[src/rtl/ppr_pkg.sv]
// ppr_pkg: constants shared by the parallel receive port and its byte store
// assumes a 200 MHz aclk and a 32-bit AXI4-Lite register bus
package ppr_pkg;

	// ----------------------------------------------------------------
	// register byte offsets
	// ----------------------------------------------------------------
	localparam logic [7:0] ADDR_GLOBAL_CONFIG  = 8'h00;
	localparam logic [7:0] ADDR_CHANNEL_CMD    = 8'h04;
	localparam logic [7:0] ADDR_TX_BAUD_PERIOD = 8'h08;
	localparam logic [7:0] ADDR_RX_CLOCK_OPT   = 8'h0C;
	localparam logic [7:0] ADDR_RX_BAUD_PERIOD = 8'h10;
	localparam logic [7:0] ADDR_RX_THRESHOLD   = 8'h14;
	localparam logic [7:0] ADDR_STATUS         = 8'h18;
	localparam logic [7:0] ADDR_RX_DATA        = 8'h1C;

	// ----------------------------------------------------------------
	// field positions
	// ----------------------------------------------------------------
	localparam int GCR_PARALLEL_BIT = 7;
	localparam int CMD_RX_DIS_BIT   = 0;
	localparam int CMD_RX_EN_BIT    = 1;
	localparam int CMD_TX_DIS_BIT   = 2;
	localparam int CMD_TX_EN_BIT    = 3;
	localparam int ST_BUSY_BIT      = 0;
	localparam int ST_STROBE_BIT    = 1;
	localparam int ST_FULL_BIT      = 2;
	localparam int ST_EMPTY_BIT     = 3;
	localparam int ST_SREQ_BIT      = 4;
	localparam int ST_RXEN_BIT      = 5;
	localparam int ST_TXEN_BIT      = 6;
	localparam int ST_COUNT_LSB     = 8;

	// ----------------------------------------------------------------
	// sizes, reset values, answers
	// ----------------------------------------------------------------
	localparam int FIFO_DEPTH       = 30;
	localparam int FIFO_WIDTH       = 8;
	localparam int FIFO_CW          = 5;
	localparam int PULSE_CW         = 5;
	localparam logic [4:0] THRESH_MIN   = 5'h01;
	localparam logic [4:0] THRESH_MAX   = 5'h1E;
	localparam logic [4:0] THRESH_RESET = 5'h01;
	localparam logic [1:0] RESP_OKAY    = 2'h0;
	localparam logic [1:0] RESP_SLVERR  = 2'h2;

	// bit engine clock sources: divide ratios for option 0..4
	localparam int DIV_W = 11;
	localparam logic [DIV_W-1:0] DIV_8    = 11'h007;
	localparam logic [DIV_W-1:0] DIV_32   = 11'h01F;
	localparam logic [DIV_W-1:0] DIV_128  = 11'h07F;
	localparam logic [DIV_W-1:0] DIV_512  = 11'h1FF;
	localparam logic [DIV_W-1:0] DIV_2048 = 11'h7FF;

	typedef enum logic [4:0] {
		RX_IDLE  = 5'b00001,
		RX_HALF  = 5'b00010,
		RX_TRAIL = 5'b00100,
		RX_STALL = 5'b01000,
		RX_ACK   = 5'b10000
	} ppr_rx_state_t;

endpackage : ppr_pkg

[src/rtl/ppr_fifo_if.sv]
// ppr_fifo_if: push/pop signals between the receive engine and the byte store
// assumes both ends sit on the same aclk
`timescale 1ns/100ps
interface ppr_fifo_if;
	logic                             push;
	logic [ppr_pkg::FIFO_WIDTH-1:0]   push_data;
	logic                             pop;
	logic [ppr_pkg::FIFO_WIDTH-1:0]   pop_data;
	logic                             full;
	logic                             empty;
	logic [ppr_pkg::FIFO_CW-1:0]      count;

	modport engine (output push, output push_data, output pop,
	                input pop_data, input full, input empty, input count);
	modport store  (input push, input push_data, input pop,
	                output pop_data, output full, output empty, output count);
endinterface : ppr_fifo_if

[src/rtl/ppr_fifo.sv]
// ppr_fifo: merged byte store of the parallel channel, flip-flop storage
// assumes push is never raised while full nor pop while empty
`timescale 1ns/100ps
module ppr_fifo #(
	parameter int DEPTH = ppr_pkg::FIFO_DEPTH,
	parameter int CW    = ppr_pkg::FIFO_CW
) (
	input wire logic   aclk,
	input wire logic   aresetn,
	ppr_fifo_if.store  f
);
	logic [ppr_pkg::FIFO_WIDTH-1:0] mem_r [DEPTH];
	logic [CW-1:0]                  wr_ptr_r;
	logic [CW-1:0]                  rd_ptr_r;
	logic [CW-1:0]                  count_r;

	function automatic logic [CW-1:0] wrap_inc(input logic [CW-1:0] p);
		wrap_inc = (p == CW'(DEPTH - 1)) ? '0 : p + 1'b1;
	endfunction : wrap_inc

	always_ff @(posedge aclk)
	begin
		if (f.push)
			mem_r[wr_ptr_r] <= f.push_data;
	end

	always_ff @(posedge aclk)
	begin
		if (!aresetn)
		begin
			wr_ptr_r <= '0;
			rd_ptr_r <= '0;
			count_r  <= '0;
		end
		else
		begin
			if (f.push)
				wr_ptr_r <= wrap_inc(wr_ptr_r);
			if (f.pop)
				rd_ptr_r <= wrap_inc(rd_ptr_r);
			if (f.push && !f.pop)
				count_r <= count_r + 1'b1;
			else if (f.pop && !f.push)
				count_r <= count_r - 1'b1;
		end
	end

	assign f.pop_data = mem_r[rd_ptr_r];
	assign f.full     = (count_r == CW'(DEPTH));
	assign f.empty    = (count_r == '0);
	assign f.count    = count_r;
endmodule : ppr_fifo

[src/rtl/ppr_top.sv]
// ppr_top: receive side of the byte-wide parallel channel with AXI4-Lite registers
// assumes the sender keeps data stable from its strobe until our acknowledge
//
// Local design decisions: the register offsets and register access over AXI4-Lite.
`timescale 1ns/100ps

module ppr_top #(
	parameter int DEPTH = ppr_pkg::FIFO_DEPTH
) (
	input  wire logic        aclk,
	input  wire logic        aresetn,
	input  wire logic [7:0]  s_axi_awaddr,
	input  wire logic        s_axi_awvalid,
	output logic             s_axi_awready,
	input  wire logic [31:0] s_axi_wdata,
	input  wire logic [3:0]  s_axi_wstrb,
	input  wire logic        s_axi_wvalid,
	output logic             s_axi_wready,
	output logic [1:0]       s_axi_bresp,
	output logic             s_axi_bvalid,
	input  wire logic        s_axi_bready,
	input  wire logic [7:0]  s_axi_araddr,
	input  wire logic        s_axi_arvalid,
	output logic             s_axi_arready,
	output logic [31:0]      s_axi_rdata,
	output logic [1:0]       s_axi_rresp,
	output logic             s_axi_rvalid,
	input  wire logic        s_axi_rready,
	input  wire logic [7:0]  port_data_in,
	input  wire logic        port_ack_in_n,
	output logic             port_busy_out,
	output logic             port_strobe_out_n,
	output logic             rx_service_req
);
	// ----------------------------------------------------------------
	// declarations
	// ----------------------------------------------------------------
	ppr_fifo_if fifo ();

	logic       parallel_mode_r;
	logic       rx_en_r;
	logic       tx_en_r;
	logic [7:0] tx_baud_period_r;
	logic [7:0] tx_period_shadow_r;
	logic [2:0] rx_clock_option_r;
	logic [7:0] rx_baud_period_r;
	logic [4:0] rx_threshold_r;

	logic [2:0] ack_sync_r;
	logic       ack_lvl_r;
	logic [7:0] data_s1_r;
	logic [7:0] data_s2_r;
	logic [7:0] data_s3_r;

	ppr_pkg::ppr_rx_state_t state_r;
	logic [ppr_pkg::DIV_W-1:0] div_cnt_r;
	logic [7:0]                half_cnt_r;
	logic [ppr_pkg::PULSE_CW-1:0] pulse_cnt_r;
	logic                      half_clk_r;
	logic [7:0]                byte_r;

	logic aw_got_r, w_got_r;
	logic [7:0]  awaddr_q_r;
	logic [31:0] wdata_q_r;
	logic [3:0]  wstrb_q_r;

	logic ack_active;
	logic engine_on;
	logic bit_tick;
	logic aw_take, w_take, ar_take, wr_do;
	logic aw_got_nxt, w_got_nxt, bvalid_nxt;
	logic [7:0]  wa;
	logic [31:0] wd;
	logic [3:0]  ws;
	logic        rd_pop;

	// ----------------------------------------------------------------
	// decode helpers
	// ----------------------------------------------------------------
	function automatic logic [ppr_pkg::DIV_W-1:0] div_limit(input logic [2:0] opt);
		unique case (opt)
			3'h0:    div_limit = ppr_pkg::DIV_8;
			3'h1:    div_limit = ppr_pkg::DIV_32;
			3'h2:    div_limit = ppr_pkg::DIV_128;
			3'h3:    div_limit = ppr_pkg::DIV_512;
			default: div_limit = ppr_pkg::DIV_2048;
		endcase
	endfunction : div_limit

	function automatic logic [31:0] lane_merge(input logic [31:0] old_v,
	                                           input logic [31:0] new_v,
	                                           input logic [3:0]  strb);
		for (int i = 0; i < 4; i++)
			lane_merge[8*i +: 8] = strb[i] ? new_v[8*i +: 8] : old_v[8*i +: 8];
	endfunction : lane_merge

	// ----------------------------------------------------------------
	// AXI4-Lite write channel
	// ----------------------------------------------------------------
	assign aw_take    = s_axi_awvalid && s_axi_awready;
	assign w_take     = s_axi_wvalid && s_axi_wready;
	assign wr_do      = (aw_got_r || aw_take) && (w_got_r || w_take);
	assign aw_got_nxt = (aw_got_r || aw_take) && !wr_do;
	assign w_got_nxt  = (w_got_r || w_take) && !wr_do;
	assign bvalid_nxt = wr_do || (s_axi_bvalid && !s_axi_bready);
	assign wa         = aw_take ? s_axi_awaddr : awaddr_q_r;
	assign wd         = w_take ? s_axi_wdata : wdata_q_r;
	assign ws         = w_take ? s_axi_wstrb : wstrb_q_r;

	always_ff @(posedge aclk)
	begin
		if (!aresetn)
		begin
			aw_got_r      <= 1'b0;
			w_got_r       <= 1'b0;
			awaddr_q_r    <= 8'h00;
			wdata_q_r     <= 32'h0000_0000;
			wstrb_q_r     <= 4'h0;
			s_axi_awready <= 1'b0;
			s_axi_wready  <= 1'b0;
			s_axi_bvalid  <= 1'b0;
			s_axi_bresp   <= ppr_pkg::RESP_OKAY;
		end
		else
		begin
			aw_got_r      <= aw_got_nxt;
			w_got_r       <= w_got_nxt;
			s_axi_awready <= !aw_got_nxt && !bvalid_nxt;
			s_axi_wready  <= !w_got_nxt && !bvalid_nxt;
			s_axi_bvalid  <= bvalid_nxt;
			if (aw_take)
				awaddr_q_r <= s_axi_awaddr;
			if (w_take)
			begin
				wdata_q_r <= s_axi_wdata;
				wstrb_q_r <= s_axi_wstrb;
			end
			if (wr_do)
			begin
				unique case (wa)
					ppr_pkg::ADDR_GLOBAL_CONFIG, ppr_pkg::ADDR_CHANNEL_CMD,
					ppr_pkg::ADDR_TX_BAUD_PERIOD, ppr_pkg::ADDR_RX_CLOCK_OPT,
					ppr_pkg::ADDR_RX_BAUD_PERIOD, ppr_pkg::ADDR_RX_THRESHOLD,
					ppr_pkg::ADDR_STATUS, ppr_pkg::ADDR_RX_DATA:
						s_axi_bresp <= ppr_pkg::RESP_OKAY;
					default:
						s_axi_bresp <= ppr_pkg::RESP_SLVERR;
				endcase
			end
		end
	end

	// ----------------------------------------------------------------
	// software registers
	// ----------------------------------------------------------------
	always_ff @(posedge aclk)
	begin
		if (!aresetn)
		begin
			parallel_mode_r    <= 1'b0;  // serial after reset
			rx_en_r            <= 1'b0;
			tx_en_r            <= 1'b0;
			tx_baud_period_r   <= 8'h00;
			tx_period_shadow_r <= 8'h00;
			rx_clock_option_r  <= 3'h0;
			rx_baud_period_r   <= 8'h00;
			rx_threshold_r     <= ppr_pkg::THRESH_RESET;
		end
		else if (wr_do && ws[0])
		begin
			unique case (wa)
				ppr_pkg::ADDR_GLOBAL_CONFIG:
					parallel_mode_r <= wd[ppr_pkg::GCR_PARALLEL_BIT];
				ppr_pkg::ADDR_CHANNEL_CMD:
				begin
					if (wd[ppr_pkg::CMD_RX_EN_BIT])
						rx_en_r <= 1'b1;
					else if (wd[ppr_pkg::CMD_RX_DIS_BIT])
						rx_en_r <= 1'b0;
					if (wd[ppr_pkg::CMD_TX_EN_BIT])
						tx_en_r <= 1'b1;
					else if (wd[ppr_pkg::CMD_TX_DIS_BIT])
						tx_en_r <= 1'b0;
					// width changes only take effect on (re)enable
					if (wd[ppr_pkg::CMD_RX_EN_BIT] || wd[ppr_pkg::CMD_TX_EN_BIT])
						tx_period_shadow_r <= tx_baud_period_r;
				end
				ppr_pkg::ADDR_TX_BAUD_PERIOD:
					tx_baud_period_r <= wd[7:0];
				ppr_pkg::ADDR_RX_CLOCK_OPT:
					rx_clock_option_r <= wd[2:0];
				ppr_pkg::ADDR_RX_BAUD_PERIOD:
					rx_baud_period_r <= wd[7:0];
				ppr_pkg::ADDR_RX_THRESHOLD:
				begin
					// out-of-range values leave the threshold unchanged
					if (wd[4:0] >= ppr_pkg::THRESH_MIN && wd[4:0] <= ppr_pkg::THRESH_MAX
					    && wd[7:5] == 3'h0)
						rx_threshold_r <= wd[4:0];
				end
				default: ;
			endcase
		end
	end

	// ----------------------------------------------------------------
	// AXI4-Lite read channel; reading the data word pops one byte
	// ----------------------------------------------------------------
	assign ar_take = s_axi_arvalid && s_axi_arready;
	assign rd_pop  = ar_take && (s_axi_araddr == ppr_pkg::ADDR_RX_DATA) && !fifo.empty;

	always_ff @(posedge aclk)
	begin
		if (!aresetn)
		begin
			s_axi_arready <= 1'b0;
			s_axi_rvalid  <= 1'b0;
			s_axi_rdata   <= 32'h0000_0000;
			s_axi_rresp   <= ppr_pkg::RESP_OKAY;
		end
		else
		begin
			s_axi_arready <= !ar_take && (!s_axi_rvalid || s_axi_rready);
			if (ar_take)
			begin
				s_axi_rvalid <= 1'b1;
				s_axi_rresp  <= ppr_pkg::RESP_OKAY;
				s_axi_rdata  <= 32'h0000_0000;
				unique case (s_axi_araddr)
					ppr_pkg::ADDR_GLOBAL_CONFIG:
						s_axi_rdata[ppr_pkg::GCR_PARALLEL_BIT] <= parallel_mode_r;
					ppr_pkg::ADDR_CHANNEL_CMD: ;  // commands read back as zero
					ppr_pkg::ADDR_TX_BAUD_PERIOD: s_axi_rdata[7:0] <= tx_baud_period_r;
					ppr_pkg::ADDR_RX_CLOCK_OPT:   s_axi_rdata[2:0] <= rx_clock_option_r;
					ppr_pkg::ADDR_RX_BAUD_PERIOD: s_axi_rdata[7:0] <= rx_baud_period_r;
					ppr_pkg::ADDR_RX_THRESHOLD:   s_axi_rdata[4:0] <= rx_threshold_r;
					ppr_pkg::ADDR_STATUS:
					begin
						s_axi_rdata[ppr_pkg::ST_BUSY_BIT]   <= port_busy_out;
						s_axi_rdata[ppr_pkg::ST_STROBE_BIT] <= !port_strobe_out_n;
						s_axi_rdata[ppr_pkg::ST_FULL_BIT]   <= fifo.full;
						s_axi_rdata[ppr_pkg::ST_EMPTY_BIT]  <= fifo.empty;
						s_axi_rdata[ppr_pkg::ST_SREQ_BIT]   <= rx_service_req;
						s_axi_rdata[ppr_pkg::ST_RXEN_BIT]   <= rx_en_r;
						s_axi_rdata[ppr_pkg::ST_TXEN_BIT]   <= tx_en_r;
						s_axi_rdata[ppr_pkg::ST_COUNT_LSB +: ppr_pkg::FIFO_CW] <= fifo.count;
					end
					ppr_pkg::ADDR_RX_DATA:
						if (!fifo.empty)
							s_axi_rdata[7:0] <= fifo.pop_data;
					default:
						s_axi_rresp <= ppr_pkg::RESP_SLVERR;
				endcase
			end
			else if (s_axi_rready)
				s_axi_rvalid <= 1'b0;
		end
	end

	// ----------------------------------------------------------------
	// pin synchronisers: three stages, an ack change is accepted when the last two agree
	// ----------------------------------------------------------------
	always_ff @(posedge aclk)
	begin
		if (!aresetn)
		begin
			ack_sync_r <= 3'b111;
			ack_lvl_r  <= 1'b1;
			data_s1_r  <= 8'h00;
			data_s2_r  <= 8'h00;
			data_s3_r  <= 8'h00;
		end
		else
		begin
			ack_sync_r <= {ack_sync_r[1:0], port_ack_in_n};
			if (ack_sync_r[1] == ack_sync_r[2])
				ack_lvl_r <= ack_sync_r[2];
			data_s1_r <= port_data_in;
			data_s2_r <= data_s1_r;
			data_s3_r <= data_s2_r;
		end
	end

	assign ack_active = !ack_lvl_r;
	assign engine_on  = parallel_mode_r && rx_en_r;

	// ----------------------------------------------------------------
	// bit engine clock source and clk/2 pulse clock
	// ----------------------------------------------------------------
	assign bit_tick = (div_cnt_r == div_limit(rx_clock_option_r));

	always_ff @(posedge aclk)
	begin
		if (!aresetn || state_r != ppr_pkg::RX_HALF || bit_tick)
			div_cnt_r <= '0;
		else
			div_cnt_r <= div_cnt_r + 1'b1;
	end

	always_ff @(posedge aclk)
	begin
		if (!aresetn)
			half_clk_r <= 1'b0;
		else
			half_clk_r <= !half_clk_r;
	end

	// ----------------------------------------------------------------
	// receive handshake engine
	// ----------------------------------------------------------------
	always_ff @(posedge aclk)
	begin
		if (!aresetn)
		begin
			state_r           <= ppr_pkg::RX_IDLE;
			half_cnt_r        <= 8'h00;
			pulse_cnt_r       <= '0;
			byte_r            <= 8'h00;
			port_busy_out     <= 1'b0;
			port_strobe_out_n <= 1'b1;
		end
		else
		begin
			unique case (state_r)
				ppr_pkg::RX_IDLE:
					if (engine_on && ack_active)
					begin
						port_busy_out <= 1'b1;
						// half a bit: half the baud period in source ticks
						half_cnt_r    <= (rx_baud_period_r > 8'h01) ? (rx_baud_period_r >> 1)
						                                            : 8'h01;
						state_r       <= ppr_pkg::RX_HALF;
					end
				ppr_pkg::RX_HALF:
					if (bit_tick)
					begin
						if (half_cnt_r == 8'h01)
						begin
							byte_r <= data_s3_r;
							if (ack_active)
								state_r <= ppr_pkg::RX_TRAIL;
							else
								state_r <= ppr_pkg::RX_STALL;  // capture now
						end
						else
							half_cnt_r <= half_cnt_r - 1'b1;
					end
				ppr_pkg::RX_TRAIL:
					if (!ack_active)
						state_r <= ppr_pkg::RX_STALL;
				ppr_pkg::RX_STALL:
					// busy stays high, no acknowledge while the store is full
					if (!fifo.full)
					begin
						port_strobe_out_n <= 1'b0;
						// timer from shadow only, no clock option involved
						pulse_cnt_r       <= tx_period_shadow_r[ppr_pkg::PULSE_CW-1:0];
						state_r           <= ppr_pkg::RX_ACK;
					end
				ppr_pkg::RX_ACK:
					if (half_clk_r)
					begin
						if (pulse_cnt_r <= 5'h01)
						begin
							port_strobe_out_n <= 1'b1;
							port_busy_out     <= 1'b0;
							state_r           <= ppr_pkg::RX_IDLE;
						end
						else
							pulse_cnt_r <= pulse_cnt_r - 1'b1;
					end
			endcase
		end
	end

	// ----------------------------------------------------------------
	// byte store and service request
	// ----------------------------------------------------------------
	assign fifo.push      = (state_r == ppr_pkg::RX_STALL) && !fifo.full;
	assign fifo.push_data = byte_r;
	assign fifo.pop       = rd_pop;

	always_ff @(posedge aclk)
	begin
		if (!aresetn)
			rx_service_req <= 1'b0;
		else
			rx_service_req <= engine_on && (fifo.count == rx_threshold_r);
	end

	ppr_fifo #(
		.DEPTH (DEPTH),
		.CW    (ppr_pkg::FIFO_CW)
	) u_fifo (
		.aclk    (aclk),
		.aresetn (aresetn),
		.f       (fifo)
	);
endmodule : ppr_top

[config.mk]
export PLATFORM = sky130hd
export DESIGN_NAME = ppr_top
export DESIGN_NICKNAME = d
export VERILOG_FILES = /design/src/rtl/ppr_pkg.sv /design/src/rtl/ppr_fifo_if.sv /design/src/rtl/ppr_fifo.sv /design/src/rtl/ppr_top.sv
export SDC_FILE = /design/constraint.sdc
export NUM_CORES = 1
export LEC_CHECK = 0
export BUFFER_PORTS_ARGS = -buffer_cell sky130_fd_sc_hd__buf_2
export CORE_MARGIN = 1.5
export CORE_UTILIZATION = 60
export DETAILED_ROUTE_END_ITERATION = 16
export PLACE_DENSITY = 0.84
export SYNTH_ARGS = -nofsm -noshare
export SYNTH_HDL_FRONTEND = slang
export SYNTH_HIERARCHICAL = 1
export SYNTH_SLANG_ARGS = --single-unit
export TNS_END_PERCENT = 20
[constraint.sdc]
create_clock -name aclk -period 9 [get_ports aclk]
set_input_delay 0.9 -clock aclk [delete_from_list [all_inputs] [get_ports aclk]]
set_output_delay 0.9 -clock aclk [all_outputs]
set_load 0.03 [all_outputs]
==> run summary <==
The run finished with clean final reports. STA classifies the critical path endpoint as a flop. The worst-case setup slack after placement is between 5000 and 6000 ps.

The number of pins exceeding their max-slew limit in the final report came out at 0. The net total in the final layout came out at about 1500. At the worst endpoint, the arrival time is roughly 4200 ps. The cell with the largest stage delay on the worst path is sky130_fd_sc_hd__dfxtp_4.

The worst reg-to-reg setup slack is a little over 5000 ps. The share of the cycle needed by the critical path after routing is between 40% and 50%. The number of clock buffers added by TritonCTS is 40. The residual antenna-violating net count after detailed routing came out at 0. Based on the critical path, the design can be clocked at up to between 0.2 and 0.3 GHz. For this run, asynchronously set or reset flops after synthesis account for 0%. For this configuration, the core starts out at a cell density of approximately 62%. The count of buffers added on input and output ports is 63.

The H-tree generated during clock tree synthesis spans 2 levels. Summing the sequential cell areas from Yosys gives ~62% of the chip area. Setup repair after global routing left no endpoint under its margin. The number of global-route vias before repair is 10202. The detail-routed net length per standard cell came out at 20.9 um. The worst hold path cell count is 1. The floorplan step defined a die boundary enclosing roughly 0.029 mm2.

The maximum number of pins on one net before global-route repair is 70. After clock tree synthesis, the clock-pin slew on the worst setup and hold paths is approximately 60 ps. The via density per instance came out at just over 6. The overall routed net length came out at about 37 mm. The maximum resistive drop on vdd is between 0.0001 and 0.00015 V. The netlist area before placement is 0.0167 mm2. The cell count after synthesis came out at between 1000 and 1500. TritonCTS built the clock tree.

The worst-case reg-to-reg path depth is 11. The endpoint identified for the worst register-to-register timing path is s_axi_rdata[4]. For the pin with the worst max-slew slack, the measured transition is 1230 ps. The mean post-synth cell area came out at about 13 um2. The worst setup path is launched from a flop. CTS placed an instance of sky130_fd_sc_hd__clkbuf_16 at the clock tree root. The buffer and inverter count on the worst path is 1.

The post-route netlist has 15.8% of its cells at a drive strength greater than 1. Along the worst path, the maximum fanout reaches 39. Between clock sinks in the finished design, the worst skew comes to approximately 24 ps. The proportion of netlist area held by the largest area contributor is 43.2%. The TritonCTS sink count is 400. The residual DRC count is 0. In this run, synthesis produced a sequential element count of 400. The core region area came out at ~0.027 mm2. The leakage power came out at 5.81 nW.

Broken down by cell family, the worst path's largest delay share belongs to multiplexers. Yosys attributes the largest share of cell area to sky130_fd_sc_hd__edfxtp_1, sky130_fd_sc_hd__dfxtp_1, sky130_fd_sc_hd__mux4_2. The biggest area contributor in the post-synthesis netlist is sky130_fd_sc_hd__edfxtp_1. The number of maximum-capacitance violations came out at 0. The aggregate global routing overflow is 0. Post-CTS repair changed the size of 0 cells.

The setup TNS is 0 ps. The number of antenna diodes is 0. Hold repair after CTS inserted 0 buffers. The vertical die dimension came out at between 150 and 200 um.

Walking the worst path, the cells encountered are buf_4 > mux4_2 > mux2i_1 > a21oi_1 > o21a_1 > nor2b_1 > mux4_2 > a22oi_1 > nor3_1 > a21oi_1 > nor2_1. The hold violation count in the final report came out at 0. The site row count came out at 60. The total iterations of the first detailed-routing run came out at 6.

The final number of setup-violating endpoints is 0. The worst slew margin relative to its limit is 18.2%. The weighted congestion reported at the end of routability-driven placement is 0.863. The clock period could shrink to roughly 3800 ps. During synthesis, Yosys emitted a total of 6 warnings. Following the worst setup path forward leads to its endpoint at s_axi_rdata[4].

Global routing consumed, over all layers together, ~26% of the routing resources. The number of buffers between clock root and the deepest sink is 3. Post-CTS timing repair inserted 0 buffers for setup. The final worst slack is 5160 ps. The initial antenna violation count came out at 0. In this run, synthesis inferred 240 flip-flops with an integrated enable. The clock reaches the later pin of the worst-skew pair after roughly 530 ps. The required arrival time at the worst endpoint came out at roughly 9400 ps. The first global-routing pass estimated around 57 mm of wire. For this run, the leading register cell type out of synthesis is sky130_fd_sc_hd__edfxtp_1. The distinct cell type count of the synthesized netlist came out at 79. The growth of design area from synthesis to finish came out at 11.0%. The detailed placement HPWL came out at roughly 23 mm. The most common cell after layout, fill and taps aside is sky130_fd_sc_hd__edfxtp_1.

In this run, the number of DRC markers left after iteration 0 of detailed routing was approximately 1400. The final route contains roughly 11000 vias. The library cells used most frequently in the layout, excluding fill and tap cells, are sky130_fd_sc_hd__edfxtp_1, sky130_fd_sc_hd__dfxtp_1, sky130_fd_sc_hd__nor2_1, sky130_fd_sc_hd__nand2_1, sky130_fd_sc_hd__buf_2. The critical path in this run is classified as flop to flop.

The power per standard cell area came out at between 200 and 250 mW/mm2. The maximum single-stage delay on the critical path came out at just over 800 ps. In this run the worst hold path is classified as flop to flop.

The count of boundary I/O pins came out at between 100 and 150. The width of the die came out at roughly 170 um. Counting buffers and inverters, the worst setup path is 11 cells deep.
synth_stat cells, drive strengths merged, types with 16 or more instances:
| cell | count |
|---|---|
| a21oi | 48 |
| and2 | 38 |
| buf | 44 |
| clkbuf | 42 |
| dfxtp | 160 |
| edfxtp | 240 |
| ha | 16 |
| inv | 30 |
| mux2 | 24 |
| mux2i | 61 |
| mux4 | 42 |
| nand2 | 107 |
| nand3 | 43 |
| nor2 | 117 |
| nor3 | 25 |
| o21ai | 68 |
power breakdown:
| part | total (mW) | leakage (nW) | internal (mW) | switching [mW] |
|---|---|---|---|---|
| Clock | 1.69 | 0.666 | 1.01 | 0.681 |
| Combinational | 0.168 | 2.08 | 0.0625 | 0.105 |
| Sequential | 1.96 | 3.06 | 1.94 | 0.0183 |
registers in the layout, summed over array words and instances, names as in the netlist, 3 cells and up, named ones only:
signal and flops:
wdata_q_r 8, half_cnt_r 8, div_cnt_r 11, data_s2_r 8, rx_clock_option_r 3, rx_baud_period_r 8
u_fifo/f.count 5, data_s3_r 8, tx_baud_period_r 8, u_fifo/mem_r 240, state_r 5, pulse_cnt_r 5
tx_period_shadow_r 5, rx_threshold_r 5, u_fifo/rd_ptr_r 5, s_axi_rdata 13, awaddr_q_r 8, ack_sync_r 3
byte_r 8, data_s1_r 8, u_fifo/wr_ptr_r 5
worst reg2reg max path, stage by stage (launching register included):
cell	delay [ps]
sky130_fd_sc_hd__dfxtp_4	810
sky130_fd_sc_hd__buf_4	670
sky130_fd_sc_hd__mux4_2	610
sky130_fd_sc_hd__mux2i_1	220
sky130_fd_sc_hd__a21oi_1	100
sky130_fd_sc_hd__o21a_1	230
sky130_fd_sc_hd__nor2b_1	140
sky130_fd_sc_hd__mux4_2	460
sky130_fd_sc_hd__a22oi_1	150
sky130_fd_sc_hd__nor3_1	90
sky130_fd_sc_hd__a21oi_1	160
sky130_fd_sc_hd__nor2_1	50
metal layers:
layer | wire length, um | up-vias | global-route usage, % | part of all wire, %
met1 | 15100 | 5196 | 35.7 | 41
met4 | 1070 | 0 | 9.16 | 2.9
li1 | - | 4904 | - | -
met5 | 0 | - | 0 | 0
met2 | 17600 | 505 | 41.4 | 48
met3 | 3150 | 91 | 4.06 | 8.5
through the flow:
| stage | power, mW | hold WS, ps | utilization (%) | instance area [um2] | cells |
|---|---|---|---|---|---|
| global route | 3.92 | 435 | 68.4 | 18500 | 1768 |
| floorplan | 2.13 | 386 | - | 16800 | 1335 |
| finish | 3.82 | 400 | 68.4 | 18500 | 1768 |
| detailed placement | 2.16 | 393 | 63.4 | 17200 | 1696 |
| global placement | 2.16 | 393 | 63.4 | 17200 | 1696 |
| CTS | 3.83 | 401 | 68.4 | 18500 | 1768 |
worst min path at each step:
stage	to	startpoint
3_5_place_dp	ack_sync_r[1]	ack_sync_r[0]
3_3_place_gp	ack_sync_r[1]	ack_sync_r[0]
6_report	ack_sync_r[1]	ack_sync_r[0]
2_1_floorplan	ack_sync_r[1]	ack_sync_r[0]
4_1_cts	ack_sync_r[1]	ack_sync_r[0]
5_1_grt	ack_sync_r[1]	ack_sync_r[0]
cell type report:
| class | instances | area, um2 |
|---|---|---|
| Inverter | 30 | 113 |
| Multi-Input combinational cell | 819 | 5780 |
| Fill cell | 1840 | 8570 |
| Clock buffer | 51 | 1090 |
| Timing Repair Buffer | 75 | 408 |
| Clock inverter | 21 | 246 |
| Tap cell | 372 | 465 |
| Sequential cell | 400 | 10400 |
kinds of logic after synthesis:
group	count (synthesis)	share of synthesized area [%]
AND/OR/NAND/NOR	422	12.7
other	1	0.0225
multiplexers	127	10.9
XOR/XNOR	26	1.36
flip-flops	400	62.4
buffers and inverters	116	3.49
AO/OA/AOI/OAI	205	7.68
adder cells (fa/ha/maj)	18	1.38
No activity file was read; power rests on OpenSTA's default activity.
